[config.mk]
export PLATFORM = sky130hd
export DESIGN_NAME = aep_top
export DESIGN_NICKNAME = d
export VERILOG_FILES = /design/src/logic/aep_top.v /design/src/logic/aep_buf2.v
export VERILOG_INCLUDE_DIRS = /design/src /design/src/pkg
export SDC_FILE = /design/constraint.sdc
export NUM_CORES = 1
export LEC_CHECK = 0
export BUFFER_PORTS_ARGS = -buffer_cell sky130_fd_sc_hd__buf_2
export CAP_MARGIN = 20
export CORE_ASPECT_RATIO = 1.4
export CORE_UTILIZATION = 56
export CTS_CLUSTER_SIZE = 10
export DETAILED_ROUTE_END_ITERATION = 10
export HOLD_SLACK_MARGIN = 0.12
export PLACE_DENSITY = 0.78
export SETUP_SLACK_MARGIN = 0.3
export SLEW_MARGIN = 10
export SYNTH_ARGS = -nofsm -noshare
export SYNTH_HDL_FRONTEND = slang
export SYNTH_SLANG_ARGS = --single-unit
[constraint.sdc]
create_clock -name pclk -period 11.8 [get_ports pclk]
set_clock_uncertainty 0.1 [all_clocks]
set_input_delay 2.36 -clock pclk [delete_from_list [all_inputs] [get_ports pclk]]
set_output_delay 2.36 -clock pclk [all_outputs]
set_load 0.02 [all_outputs]
[src/pkg/aep_defs.vh]
// constants of the absolute encoder position output block
// included by the top design file and the bench; definitions only
`ifndef AEP_DEFS_VH
`define AEP_DEFS_VH

// ********************************************
// register byte offsets
// ********************************************
`define AEP_CTRL_OFS      12'h000
`define AEP_STAT_OFS      12'h004
`define AEP_ZERO_OFS      12'h008
`define AEP_PAR_OFS       12'h00c

// ********************************************
// control fields and reset values
// ********************************************
`define AEP_CODE_LSB      0
`define AEP_CODE_MSB      1
`define AEP_RES_LSB       4
`define AEP_RES_MSB       7
`define AEP_CODE_BIN      2'h0
`define AEP_CODE_GRAY     2'h1
`define AEP_CODE_BCD      2'h2
`define AEP_RES_RST       4'hd

// ********************************************
// status fields
// ********************************************
`define AEP_ST_FAULT      16
`define AEP_ST_FROZEN     17
`define AEP_ST_BUSY       18
`define AEP_ST_DIR        19

// ********************************************
// serial frame
// ********************************************
`define AEP_LORES_MAX     4'hd
`define AEP_FRAME_LO      5'h0d
`define AEP_FRAME_HI      5'h11

// ********************************************
// timing: clock rate and printed times
// ********************************************
`define AEP_CLK_MHZ       125
`define AEP_ZERO_MS       100
`define AEP_RPT_GB_US     60
`define AEP_RPT_BCD_US    200
`define AEP_MONO_US       20
`define AEP_ZERO_CYC      (`AEP_ZERO_MS * 1000 * `AEP_CLK_MHZ)
`define AEP_RPT_GB_CYC    (`AEP_RPT_GB_US * `AEP_CLK_MHZ)
`define AEP_RPT_BCD_CYC   (`AEP_RPT_BCD_US * `AEP_CLK_MHZ)
`define AEP_MONO_CYC      (`AEP_MONO_US * `AEP_CLK_MHZ)

`endif

[src/logic/aep_top.v]
// absolute encoder position output: parallel word and synchronous serial frame
// assumes position samples arrive on pclk from the sensing logic; pins are async
//
// Contract
// direction input open reads high; high counts up clockwise
// for counterclockwise up-count the user ties direction input low
// driver-on low enables parallel drivers; open defaults low
// driver-on high puts every parallel output in high impedance; here only the data lines float, the parity line stays driven
// freeze low captures current position into a gray holding register
// parallel value constant while frozen; open freeze reads high
// binary readers should freeze before sampling
// parity output high when checksum over presented bits is even
// zero input held over 100 ms sets current position to zero
// frame layout for up to 13 bits, another for 14-15 bits
// serial position sent msb first, left aligned in data field
// high resolution frame: 15 data bits, then fault, then monitor flag
// fault flag set since last transfer, cleared by next transfer
// parallel refresh every 60 us gray/binary, 200 us bcd
// external master clocks the frame; position latched at frame start
// parallel lines carry binary, gray or bcd with fixed bit weights
//
// Chosen here: the address map and the APB register port.
`timescale 1ns/1ps
`include "aep_defs.vh"
module aep_top #(
    parameter PW       = 15,                  // position width
    parameter CODE     = 0,                   // 0 binary, 1 gray, 2 bcd
    parameter ZERO_CYC = `AEP_ZERO_CYC,       // zero hold cycles
    parameter RPT_GB   = `AEP_RPT_GB_CYC,     // refresh, gray and binary
    parameter RPT_BCD  = `AEP_RPT_BCD_CYC,    // refresh, bcd
    parameter MONO_CYC = `AEP_MONO_CYC        // serial idle timeout
) (
    input  wire          pclk,        // clock 125 MHz
    input  wire          presetn,     // async reset, active low
    input  wire          psel,        // apb select
    input  wire          penable,     // apb enable
    input  wire          pwrite,      // apb write
    input  wire [11:0]   paddr,       // apb byte address
    input  wire [31:0]   pwdata,      // apb write data
    output reg  [31:0]   prdata,      // apb read data
    output wire          pready,      // apb ready
    output wire          pslverr,     // apb error
    input  wire [PW-1:0] pos_data,    // raw clockwise count
    input  wire          pos_fault,   // detection fault with this sample
    input  wire          pos_valid,   // sample valid
    output wire          pos_ready,   // buffer room
    input  wire          tx_fault,    // transmitter monitor state
    input  wire          dir_pin,     // count direction pin
    input  wire          drv_on_n,    // parallel driver enable, active low
    input  wire          freeze_n,    // freeze pin, active low
    input  wire          zero_pin,    // electronic zeroing pin
    input  wire          ssi_clk,     // serial clock from master
    output reg           ssi_data,    // serial data out
    output reg  [PW-1:0] par_out,     // parallel data lines
    output reg  [PW-1:0] par_oe,      // parallel line enables
    output reg           parity_out   // parity line
);
    // ********************************************
    // pin synchronisers
    // ********************************************
    reg [4:0] s1_r;
    reg [4:0] s2_r;
    reg       sclk_d_r;
    reg       frz_d_r;
    wire      dir_s  = s2_r[0];
    wire      drv_s  = s2_r[1];
    wire      frz_s  = s2_r[2];
    wire      zero_s = s2_r[3];
    wire      sclk_s = s2_r[4];

    always @(posedge pclk or negedge presetn) begin
        if (!presetn) begin
            // idle levels: direction up, drivers on, not frozen, clock high
            s1_r     <= 5'h15;
            s2_r     <= 5'h15;
            sclk_d_r <= 1'b1;
            frz_d_r  <= 1'b1;
        end else begin
            s1_r     <= {ssi_clk, zero_pin, freeze_n, drv_on_n, dir_pin};
            // only the second stage feeds logic
            s2_r     <= s1_r;
            sclk_d_r <= sclk_s;
            frz_d_r  <= frz_s;
        end
    end

    // falling edge opens a frame, rising edges shift it
    wire sclk_fall = sclk_d_r & ~sclk_s;
    wire sclk_rise = ~sclk_d_r & sclk_s;

    // ********************************************
    // helpers
    // ********************************************
    function [PW-1:0] to_gray;
        input [PW-1:0] b;
        begin
            to_gray = b ^ (b >> 1);
        end
    endfunction

    function [PW-1:0] from_gray;
        input [PW-1:0] g;
        integer i;
        begin
            from_gray[PW-1] = g[PW-1];
            for (i = PW - 2; i >= 0; i = i - 1) begin
                from_gray[i] = from_gray[i+1] ^ g[i];
            end
        end
    endfunction

    // double dabble, digits of 4 bits with fixed weights
    function [PW-1:0] to_bcd;
        input [PW-1:0] b;
        integer i;
        integer d;
        reg [PW+15:0] sh;
        begin
            sh = {16'h0000, b};
            for (i = 0; i < PW; i = i + 1) begin
                for (d = 0; d < 4; d = d + 1) begin
                    if (sh[PW+4*d +: 4] > 4'h4) begin
                        sh[PW+4*d +: 4] = sh[PW+4*d +: 4] + 4'h3;
                    end
                end
                sh = sh << 1;
            end
            to_bcd = sh[PW +: PW];
        end
    endfunction

    // ********************************************
    // registers
    // ********************************************
    reg  [1:0]    code_r;
    reg  [3:0]    res_r;
    reg  [PW-1:0] zero_ofs_r;
    reg  [PW-1:0] pos_r;
    reg  [PW-1:0] hold_gray_r;
    reg           fault_r;
    reg           busy_r;
    reg  [PW-1:0] raw_r;
    wire          apb_wr  = psel & penable & pwrite;
    // read data loads in the setup cycle and stands through the access phase
    wire          apb_rd  = psel & ~penable & ~pwrite;
    wire          map_hit = (paddr == `AEP_CTRL_OFS) || (paddr == `AEP_STAT_OFS) ||
                            (paddr == `AEP_ZERO_OFS) || (paddr == `AEP_PAR_OFS);

    // zero wait states; unmapped addresses answer with an error
    assign pready  = 1'b1;
    assign pslverr = psel & penable & ~map_hit;

    always @(posedge pclk or negedge presetn) begin
        if (!presetn) begin
            prdata <= 32'h0000_0000;
        end else if (apb_rd) begin
            case (paddr)
                `AEP_CTRL_OFS: prdata <= {24'h00_0000, res_r, 2'h0, code_r};
                `AEP_STAT_OFS: prdata <= {12'h000, dir_s, busy_r, ~frz_s, fault_r,
                                          {(16-PW){1'b0}}, pos_r};
                `AEP_ZERO_OFS: prdata <= {{(32-PW){1'b0}}, zero_ofs_r};
                `AEP_PAR_OFS:  prdata <= {{(31-PW){1'b0}}, parity_out, par_out};
                default:       prdata <= 32'h0000_0000;
            endcase
        end
    end

    // ********************************************
    // position sample buffer and refresh
    // ********************************************
    wire [PW:0]   buf_data;
    wire          buf_valid;
    reg  [14:0]   rpt_cnt_r;
    wire [14:0]   rpt_lim = (code_r == `AEP_CODE_BCD) ? RPT_BCD[14:0] : RPT_GB[14:0];
    // refresh tick pops at most one sample
    wire          rpt_tick = (rpt_cnt_r >= rpt_lim - 15'h0001);

    // two entries absorb a stall until the next refresh
    aep_buf2 #(
        .W(PW + 1)
    ) u_buf (
        .pclk      (pclk),
        .presetn   (presetn),
        .in_data   ({pos_fault, pos_data}),
        .in_valid  (pos_valid),
        .in_ready  (pos_ready),
        .out_data  (buf_data),
        .out_valid (buf_valid),
        .out_ready (rpt_tick)
    );

    // direction and offset
    wire [PW-1:0] dir_pos = dir_s ? buf_data[PW-1:0] : (~buf_data[PW-1:0] + 1'b1);
    wire [PW-1:0] res_mask = ~({PW{1'b1}} << res_r);
    reg  [23:0]   zero_cnt_r;
    wire          zero_done = (zero_cnt_r == ZERO_CYC[23:0]);
    wire          frame_load;
    wire          pos_pop = rpt_tick & buf_valid;

    always @(posedge pclk or negedge presetn) begin
        if (!presetn) begin
            code_r     <= CODE[1:0];
            res_r      <= `AEP_RES_RST;
            zero_ofs_r <= {PW{1'b0}};
            zero_cnt_r <= 24'h00_0000;
            rpt_cnt_r  <= 15'h0000;
            pos_r      <= {PW{1'b0}};
            raw_r      <= {PW{1'b0}};
            fault_r    <= 1'b0;
        end else begin
            if (apb_wr && paddr == `AEP_CTRL_OFS) begin
                code_r <= pwdata[`AEP_CODE_MSB:`AEP_CODE_LSB];
                res_r  <= pwdata[`AEP_RES_MSB:`AEP_RES_LSB];
            end
            // refresh spacing
            rpt_cnt_r <= rpt_tick ? 15'h0000 : rpt_cnt_r + 15'h0001;
            // zero after long hold
            if (!zero_s) begin
                zero_cnt_r <= 24'h00_0000;
            end else if (!zero_done) begin
                zero_cnt_r <= zero_cnt_r + 24'h00_0001;
            end
            // offset is the last refreshed raw count, not the buffer head
            if (zero_s && zero_cnt_r == ZERO_CYC[23:0] - 24'h00_0001) begin
                zero_ofs_r <= raw_r;
            end else if (apb_wr && paddr == `AEP_ZERO_OFS) begin
                zero_ofs_r <= pwdata[PW-1:0];
            end
            if (pos_pop) begin
                raw_r <= dir_pos;
            end
            // every refresh recomputes, so a new offset shows without a new sample
            if (rpt_tick) begin
                pos_r <= ((pos_pop ? dir_pos : raw_r) - zero_ofs_r) & res_mask;
            end
            // set wins over the frame clear
            if (pos_pop && buf_data[PW]) begin
                fault_r <= 1'b1;
            end else if (frame_load) begin
                fault_r <= 1'b0;
            end
        end
    end

    // ********************************************
    // parallel output
    // ********************************************
    reg  [PW-1:0] pres_bin;
    reg  [PW-1:0] pres_word;

    always @* begin
        // frozen value comes from the holding register
        // first frozen cycle shows the word being captured
        pres_bin = (frz_s || frz_d_r) ? pos_r : from_gray(hold_gray_r);
        // code selection
        case (code_r)
            `AEP_CODE_BIN:  pres_word = pres_bin;
            `AEP_CODE_GRAY: pres_word = to_gray(pres_bin);
            `AEP_CODE_BCD:  pres_word = to_bcd(pres_bin);
            default:        pres_word = pres_bin;
        endcase
    end

    always @(posedge pclk or negedge presetn) begin
        if (!presetn) begin
            hold_gray_r <= {PW{1'b0}};
            par_out     <= {PW{1'b0}};
            par_oe      <= {PW{1'b0}};
            parity_out  <= 1'b1;
        end else begin
            // capture gray on freeze falling edge
            if (frz_d_r && !frz_s) begin
                hold_gray_r <= to_gray(pos_r);
            end
            par_out    <= pres_word;
            // drivers follow driver-on
            par_oe     <= {PW{~drv_s}};
            // high on even checksum
            parity_out <= ~^pres_word;
        end
    end

    // ********************************************
    // serial frame
    // ********************************************
    reg  [16:0]   shift_r;
    reg  [4:0]    bits_r;
    reg  [11:0]   mono_r;
    // above 13 bits the long frame with error bits
    wire          hires = (res_r > `AEP_LORES_MAX);
    wire [PW-1:0] gray_now = to_gray(pos_r);
    wire [PW-1:0] left_al = gray_now << (PW[3:0] - res_r);

    assign frame_load = sclk_fall & ~busy_r;

    always @(posedge pclk or negedge presetn) begin
        if (!presetn) begin
            shift_r  <= 17'h0_0000;
            bits_r   <= 5'h00;
            mono_r   <= 12'h000;
            busy_r   <= 1'b0;
            ssi_data <= 1'b1;
        end else begin
            if (frame_load) begin
                // latch at frame start
                busy_r <= 1'b1;
                mono_r <= 12'h000;
                // layouts, msb first
                if (hires) begin
                    shift_r <= {left_al, fault_r, tx_fault};
                    bits_r  <= `AEP_FRAME_HI;
                end else begin
                    shift_r <= {left_al[PW-1:PW-13], 4'h0};
                    bits_r  <= `AEP_FRAME_LO;
                end
            end else if (busy_r) begin
                if (sclk_rise) begin
                    // one bit per clock
                    mono_r <= 12'h000;
                    if (bits_r != 5'h00) begin
                        ssi_data <= shift_r[16];
                        shift_r  <= {shift_r[15:0], 1'b0};
                        bits_r   <= bits_r - 5'h01;
                    end else begin
                        // past the last bit data stays low until the rest
                        ssi_data <= 1'b0;
                    end
                // clock resting high ends the frame after the timeout
                end else if (sclk_s) begin
                    if (mono_r == MONO_CYC[11:0]) begin
                        busy_r   <= 1'b0;
                        ssi_data <= 1'b1;
                    end else begin
                        mono_r <= mono_r + 12'h001;
                    end
                end else begin
                    mono_r <= 12'h000;
                end
            end
        end
    end
endmodule

[src/logic/aep_buf2.v]
// two-entry buffer with valid and ready on both sides
// assumes one clock, asynchronous active-low reset
`timescale 1ns/1ps
module aep_buf2 #(
    parameter W = 16
) (
    input  wire         pclk,     // clock
    input  wire         presetn,  // reset, active low
    input  wire [W-1:0] in_data,  // word in
    input  wire         in_valid, // word in valid
    output wire         in_ready, // room for a word
    output wire [W-1:0] out_data, // oldest word
    output wire         out_valid,// a word is held
    input  wire         out_ready // drain side takes it
);
    reg [W-1:0] m0_r;
    reg [W-1:0] m1_r;
    reg [1:0]   cnt_r;
    wire        push;
    wire        pop;

    assign in_ready  = (cnt_r != 2'h2);
    assign out_valid = (cnt_r != 2'h0);
    assign out_data  = m0_r;
    assign push      = in_valid & in_ready;
    assign pop       = out_valid & out_ready;

    always @(posedge pclk or negedge presetn) begin
        if (!presetn) begin
            m0_r  <= {W{1'b0}};
            m1_r  <= {W{1'b0}};
            cnt_r <= 2'h0;
        end else begin
            // entry 0 is the head
            if (pop) begin
                m0_r <= (cnt_r == 2'h2) ? m1_r : in_data;
            end else if (push && cnt_r == 2'h0) begin
                m0_r <= in_data;
            end
            if (push && ((cnt_r == 2'h1 && !pop) || (cnt_r == 2'h2 && pop))) begin
                m1_r <= in_data;
            end
            if (push && !pop) begin
                cnt_r <= cnt_r + 2'h1;
            end else if (pop && !push) begin
                cnt_r <= cnt_r - 2'h1;
            end
        end
    end
endmodule

; ---- Word level (Yosys, flattened, before mapping)
; Cells that the tools add are included.
[word_totals]
register_bits = 237
input_bits = 72
word_cells = 373
[classes]
addsub = 62
magnitude_cmp = 54
n_eq_ne = 13
shifts = 2
mux = 143
bitwise = 38
reduce_logical = 36
[ops]
columns = op, count
row1 = 2-to-1 mux 4 bit, 78
row2 = "greater-than comparator 4 x 3 -> 1 bit, second input constant", 51
row3 = "adder 4 x 2 -> 4 bit, second input constant", 39
row4 = 2-to-1 mux 15 bit, 7
row5 = case mux 20 bit (4 select lines), 1
row6 = 2-to-1 mux 3 bit, 23
row7 = 2-to-1 mux 17 bit, 4
row8 = 2-to-1 mux 12 bit, 5
row9 = "== test 24 bit, second input constant", 2
row10 = 2-to-1 mux 16 bit, 3
row11 = 2-to-1 mux 24 bit, 2
row12 = "adder 3 x 2 -> 3 bit, second input constant", 11
row13 = "adder 15 x 1 -> 15 bit, second input constant", 2
row14 = NOT 15 bit, 2
row15 = case mux 15 bit (2 select lines), 1
row16 = bitwise XOR 15 x 14 -> 15 bit, 2
row17 = 2-to-1 mux 5 bit, 5
row18 = "adder 24 x 1 -> 24 bit, second input constant", 1
row19 = "== test 12 x 4 -> 1 bit, second input constant", 2
row20 = nonzero test 2 bit, 10
row21 = AND 15 bit, 1
row22 = greater-or-equal comparator 15 bit, 1
row23 = XNOR reduction 15 bit, 1
row24 = << shifter 15 x 4 -> 15 bit, 1
row25 = 32 further kinds, 93

; ---- Depth between registers and ports, before layout
[depth]
word_depth = 58
depth_mapped = 61

; ---- By module
; A second synthesis with hierarchy kept.
[hier_totals]
hier_cells = 1962
hier_area_um2 = 17448.0
[by_module_without_submodules]
columns = mod, n_inst, cells_per_inst, area_per_inst_um2
row1 = aep_top, 1, 1854, 15887.7
row2 = aep_buf2, 1, 108, 1560.2

; ---- Least setup slack after synthesis
; Ideal clock, no wire load.
[synth_timing]
path_type = reg2reg
start = register s2_r[2]
end = register parity_out
setup_time_ns = 0.090
t_arrival_ns = 11.860
path_slack_ns = -0.250
path_stages_with_launch = 56
path_cell_list = dfstp_2 > or2_1 > buf_2 > buf_2 > buf_2 > o21a_1 > ha_1 > clkbuf_1 > nor4bb_1 > a21oi_1 > a22o_1 > o21ai_1 > nor2_1 > a21oi_1 > ha_1 > o32ai_1 > a22o_1 > nor3_1 > [20 not listed] > a211o_1 > ha_1 > inv_1 > a31oi_2 > xnor2_1 > ha_1 > a2111oi_0 > a211oi_1 > nor3_1 > mux2i_1 > a21boi_1 > xnor2_1 > xnor3_1 > xnor2_1 > xor3_1 > xnor3_1 > xnor2_1 > xnor3_1
[synth_via]
elab_chain_cells = 45
elab_cells_between_ends = 189
classes_between = add/sub: 47 / order compare: 47 / mux: 92 / bitwise: 1 / reduce/logical: 2
[synth_lines]
columns = element, line_no
row1 = "start, declared", aep_top.v:62  ; reg [4:0] s2_r;
row2 = "start signal, assigned", aep_top.v:81  ; s2_r <= s1_r;
row3 = logical OR 1 bit (*), aep_top.v:254  ; pres_bin = (frz_s || frz_d_r) ? pos_r : from_gray(hold_gray_r);
row4 = 2-to-1 mux 15 bit (*), aep_top.v:254
row5 = greater-than comparator 1 x 3 -> 1 bit or adder 1 x 2 -> 3 bit (tied branches), "aep_top.v:122, aep_top.v:123"
row6 = 2-to-1 mux 3 bit, aep_top.v:122  ; if (sh[PW+4*d +: 4] > 4'h4) begin
row7 = 2-to-1 mux 4 bit, aep_top.v:256  ; case (code_r)
row8 = adder 4 x 2 -> 4 bit or greater-than comparator 4 x 3 -> 1 bit (tied branches), "aep_top.v:123, aep_top.v:122"
row9 = 2-to-1 mux 4 bit, aep_top.v:122
row10 = 2-to-1 mux 4 bit, aep_top.v:256
row11 = [29 not listed], n/a
row12 = 2-to-1 mux 4 bit or 2-to-1 mux 3 bit (tied branches), aep_top.v:256
row13 = "adder 4 x 2 -> 4 bit, or another cell as far along", aep_top.v:123  ; sh[PW+4*d +: 4] = sh[PW+4*d +: 4] + 4'h3;
row14 = 2-to-1 mux 4 bit or 2-to-1 mux 3 bit (tied branches), aep_top.v:122
row15 = 2-to-1 mux 4 bit or 2-to-1 mux 3 bit (tied branches), aep_top.v:256
row16 = "adder 4 x 2 -> 4 bit, or another cell as far along", aep_top.v:123
row17 = 2-to-1 mux 4 bit or 2-to-1 mux 2 bit (tied branches), aep_top.v:122
row18 = case mux 15 bit (2 select lines) (*), aep_top.v:256
row19 = XNOR reduction 15 bit (*), aep_top.v:279  ; parity_out <= ~^pres_word;
row20 = "end signal, assigned", aep_top.v:279
row21 = "end, declared", aep_top.v:56  ; output reg parity_out
; Mark *: on every way between the ends. The rest lies on a longest branch, timed or not. The select of a mux whose other input is x is not followed.
; A chain may end at the register's enable or synchronous reset.

; ---- Final worst setup path
[layout_timing]
start = register hold_gray_r[12], in the netlist from_gray.g[12]
end = register parity_out
[layout_via]
elab_chain_cells = 39
elab_cells_between_ends = 181
classes_between = add/sub: 42 / order compare: 42 / mux: 82 / bitwise: 14 / reduce/logical: 1
[layout_lines]
columns = element, line_no
row1 = "start, declared", aep_top.v:139  ; reg [PW-1:0] hold_gray_r;
row2 = "start signal, assigned", aep_top.v:266  ; hold_gray_r <= {PW{1'b0}};
row3 = "start signal, assigned", aep_top.v:273  ; hold_gray_r <= to_gray(pos_r);
row4 = bitwise XOR 1 bit (*), aep_top.v:107  ; from_gray[i] = from_gray[i+1] ^ g[i];
row5 = 2-to-1 mux 15 bit (*), aep_top.v:254
row6 = adder 4 x 2 -> 4 bit or greater-than comparator 4 x 3 -> 1 bit (tied branches), "aep_top.v:123, aep_top.v:122"
row7 = 2-to-1 mux 4 bit, aep_top.v:122
row8 = 2-to-1 mux 4 bit, aep_top.v:256
row9 = adder 4 x 2 -> 4 bit or greater-than comparator 4 x 3 -> 1 bit (tied branches), "aep_top.v:123, aep_top.v:122"
row10 = 2-to-1 mux 4 bit, aep_top.v:122
row11 = 2-to-1 mux 4 bit, aep_top.v:256
row12 = [24 not listed], n/a
row13 = adder 4 x 2 -> 4 bit or greater-than comparator 4 x 3 -> 1 bit (tied branches), "aep_top.v:123, aep_top.v:122"
row14 = 2-to-1 mux 4 bit, aep_top.v:122
row15 = 2-to-1 mux 4 bit, aep_top.v:256
row16 = greater-than comparator 4 x 3 -> 1 bit, aep_top.v:122
row17 = 2-to-1 mux 4 bit, aep_top.v:122
row18 = case mux 15 bit (2 select lines) (*), aep_top.v:256
row19 = via pres_word[1], aep_top.v:249  ; reg [PW-1:0] pres_word;
row20 = XNOR reduction 15 bit (*), aep_top.v:279
; Mark *: on every way through the listed nets, which the timed path passes. The rest lies on a longest branch. The select of a mux whose other input is x is not followed.

==> results.ini <==
[run_status]
status = finished, final reports clean

[routing]
drt-total-wl_mm = 47.2
ant_nets = 0
num_vias = 16000
wl_per_cell_um = 18.3
viasPerCell = 6.21
drt_iter0_drc = 1006
first_pass_iters = 5
drc = 0

[sta]
tns_ns = 0
hold_viol_final = 0
fin_crit_sh_pct = 94.7
worst_hold_slack_ns = 0.244
finalSetupViolCount = 0
rsz0062_at_grt = false
period_needed_ns = 11.18
slew_violations = 0
relSlewSlack_pct = 25.7
worst_pin_slew_ns = 1.10
max_freq_ghz = 0.0895

[pwr]
p_clk_share_pct = 18.6
leakage_nw = 9.07
comb_power_share_pct = 57.7
powerDensity_nw_per_um2 = 203
total_power_w = 0.00405
netSwitchingFraction_pct = 42.4
ir_worst_vdd_uv = 227
p_sw_w = 0.00172
internal_power_w = 0.00233
power.share.sequential_pct = 23.7

[floorplan]
die_h_um = 212
start_util_pct = 57.0
die_x_um = 152
dieArea_um2 = 32100
core_area_um2 = 30800
rows = 76
io_pins = 139

[setup_path]
start_kind = flop
cp_slowest_stage_delay_ns = 0.50
crit_type = flop to flop
r2r_cells = 55
critPathSlowestCell = dfrtp_2
cp_max_fo = 8
cp.arrival_ns = 11.53
required_ns = 12.16
end_kind = flop

[global_route]
antenna_found_initial = 0
grt_max_degree = 92
grt_first_pass_wirelength_mm = 74.4
grt_pass1_vias = 15500
grt.overflow.total = 0
grt_usage_pct = 28.7

[clock_tree]
htreeDepth = 1
cts_tree = yes
cts_made_buffers = 26
cts_buffer_depth = 3
cts_root_buf = clkbuf_16
cts.sinks = 225
clock_latency_ns = 0.54
cts.clk_slew.worst_paths_ns = 0.06

[final_layout]
multiInputGateArea_um2 = 11400
num_antenna_cells = 0
drive_gt1_share_pct = 18.8
design_area_um2 = 20000
seqCellArea_um2 = 5650
fin_nets = 2307
num-fill-cells = 2568
area_delta_synth_final_pct = 13.6

[yosys]
synth_area_per_cell_um2 = 8.53
synth_flop_cell = dfrtp_1
synth-async-reset-ratio_pct = 100
ys_warn_count = 0
synth_cells = 2061
ys_types = 118
synthesis.area_um2 = 17600
ys_seq_elements = 225
synth-edff-count = 0
yosysSeqAreaShare_pct = 32.1

[hold_path]
worst_hold_path.num_cells = 0
hp-class = flop to flop

[placed_design]
dp_hpwl_mm = 33.9
gp_congestion = 0.937
post_dp_cell_area_um2 = 18500
port_buffers = 108

[flow_run]
cap_violations = 0

## kinds of logic after synthesis
logic type	synth area share, %
DFF	32.1
other	0.0427
adders and majority gates	5.23
muxes	8.43
xor gates and xnor gates	8.03
AOI/OAI and AO/OA	21.1
buffers and inverters	5.71
and+or+nand+nor	19.3
## layout by cell type, fill, tap and decap left out, drive strengths merged, types with 21 or more instances in the layout
| master | count |
|---|---|
| a21o | 21 |
| a21oi | 112 |
| a22oi | 22 |
| and3 | 22 |
| buf | 203 |
| clkbuf | 46 |
| dfrtp | 212 |
| ha | 71 |
| inv | 83 |
| mux2 | 43 |
| mux2i | 85 |
| nand2 | 231 |
| nand3 | 68 |
| nand4 | 23 |
| nor2 | 183 |
| nor2b | 23 |
| nor3 | 43 |
| o21ai | 149 |
| o31ai | 28 |
| xnor2 | 95 |
| xor2 | 47 |
## Yosys cell counts (all sizes together) (56+ instances only)
master | number | share of area, %
nand2 | 231 | 5.0
dfrtp | 212 | 30
buf | 56 | 2.1
inv | 83 | 1.8
xnor2 | 95 | 4.9
ha | 71 | 5.1
clkbuf | 84 | 1.8
nand3 | 68 | 2.0
a21oi | 112 | 3.3
o21ai | 149 | 4.4
nor2 | 183 | 3.9
mux2i | 85 | 4.9
## power groups by stage
stage,Sequential (W),Combinational [W],Clock (W)
final,0.000958,0.00234,0.000752
after global routing,0.000972,0.00253,0.000788
after CTS,0.000956,0.00206,0.000761
after detailed placement,0.000967,0.00200,0
after global placement,0.000961,0.00193,0
after floorplan,0.000948,0.00158,0
## final cells by class
type,instances,share of cell area [%]
inverters,84,1.58
clock inverters,2,0.232
clock buffers,46,3.64
well taps,390,2.44
repair buffers,203,6.54
flip-flops and latches,225,28.3
multi-input cells,1623,57.3
## final timing paths
kind                       slack, ns        endpoint             from
max                             0.62      parity_out  from_gray.g[12]
min in group asynchronous       1.74  zero_cnt_r[21]          presetn
max in group asynchronous       7.99        res_r[3]          presetn
max reg2reg                     0.62      parity_out  from_gray.g[12]
min                             0.24         s2_r[3]          s1_r[3]
min reg2reg                     0.24         s2_r[3]          s1_r[3]
## what timing repair did
| item | CTS | global route |
|---|---|---|
| setup buffers | 14 | 22 |
| gates resized for setup | 23 | 56 |
| endpoints found under the setup margin | 1 | 1 |
| hold buffers | 0 | 0 |
| pin swaps | 12 | 34 |
## stage by stage
stage	setup WS (ns)	util, %	std cells
finish	0.622	64.8	2573
global route	0.154	64.8	2573
CTS	0.303	63.1	2548
detailed placement	-0.172	59.9	2486
global placement	0.178	59.9	2486
floorplan	0.301	-	2072
## registers in the layout, indices dropped and copies added (netlist names), 2 cells and up
signal / cells
bits_r: 5
code_r: 2
from_gray.g: 15
mono_r: 12
par_out: 15
pos_r: 15
prdata: 20
raw_r: 15
res_r: 4
rpt_cnt_r: 15
s1_r: 5
s2_r: 5
shift_r: 17
u_buf.cnt_r: 2
u_buf.m1_r: 16
u_buf.out_data: 16
zero_cnt_r: 24
zero_ofs_r: 15
## critical path, delay by kind of cell, from the launching register on
family | cells | cell delay (ns)
adder cells (fa/ha/maj) | 7 | 1.73
AND/OR/NAND/NOR | 13 | 2.18
XOR/XNOR | 11 | 2.25
AO/OA/AOI/OAI | 17 | 3.21
flip-flops | 1 | 0.50
buffers and inverters | 6 | 0.86
multiplexers | 1 | 0.22
## layer usage
layer,share of wire (%),global-route usage (%),vias up
met2,51,51.6,522
met4,5.6,17.2,0
li1,-,-,7584
met5,0,0,-
met3,4.8,3.38,143
met1,38,31.9,7741
No activity file was read; power rests on OpenSTA's default activity.
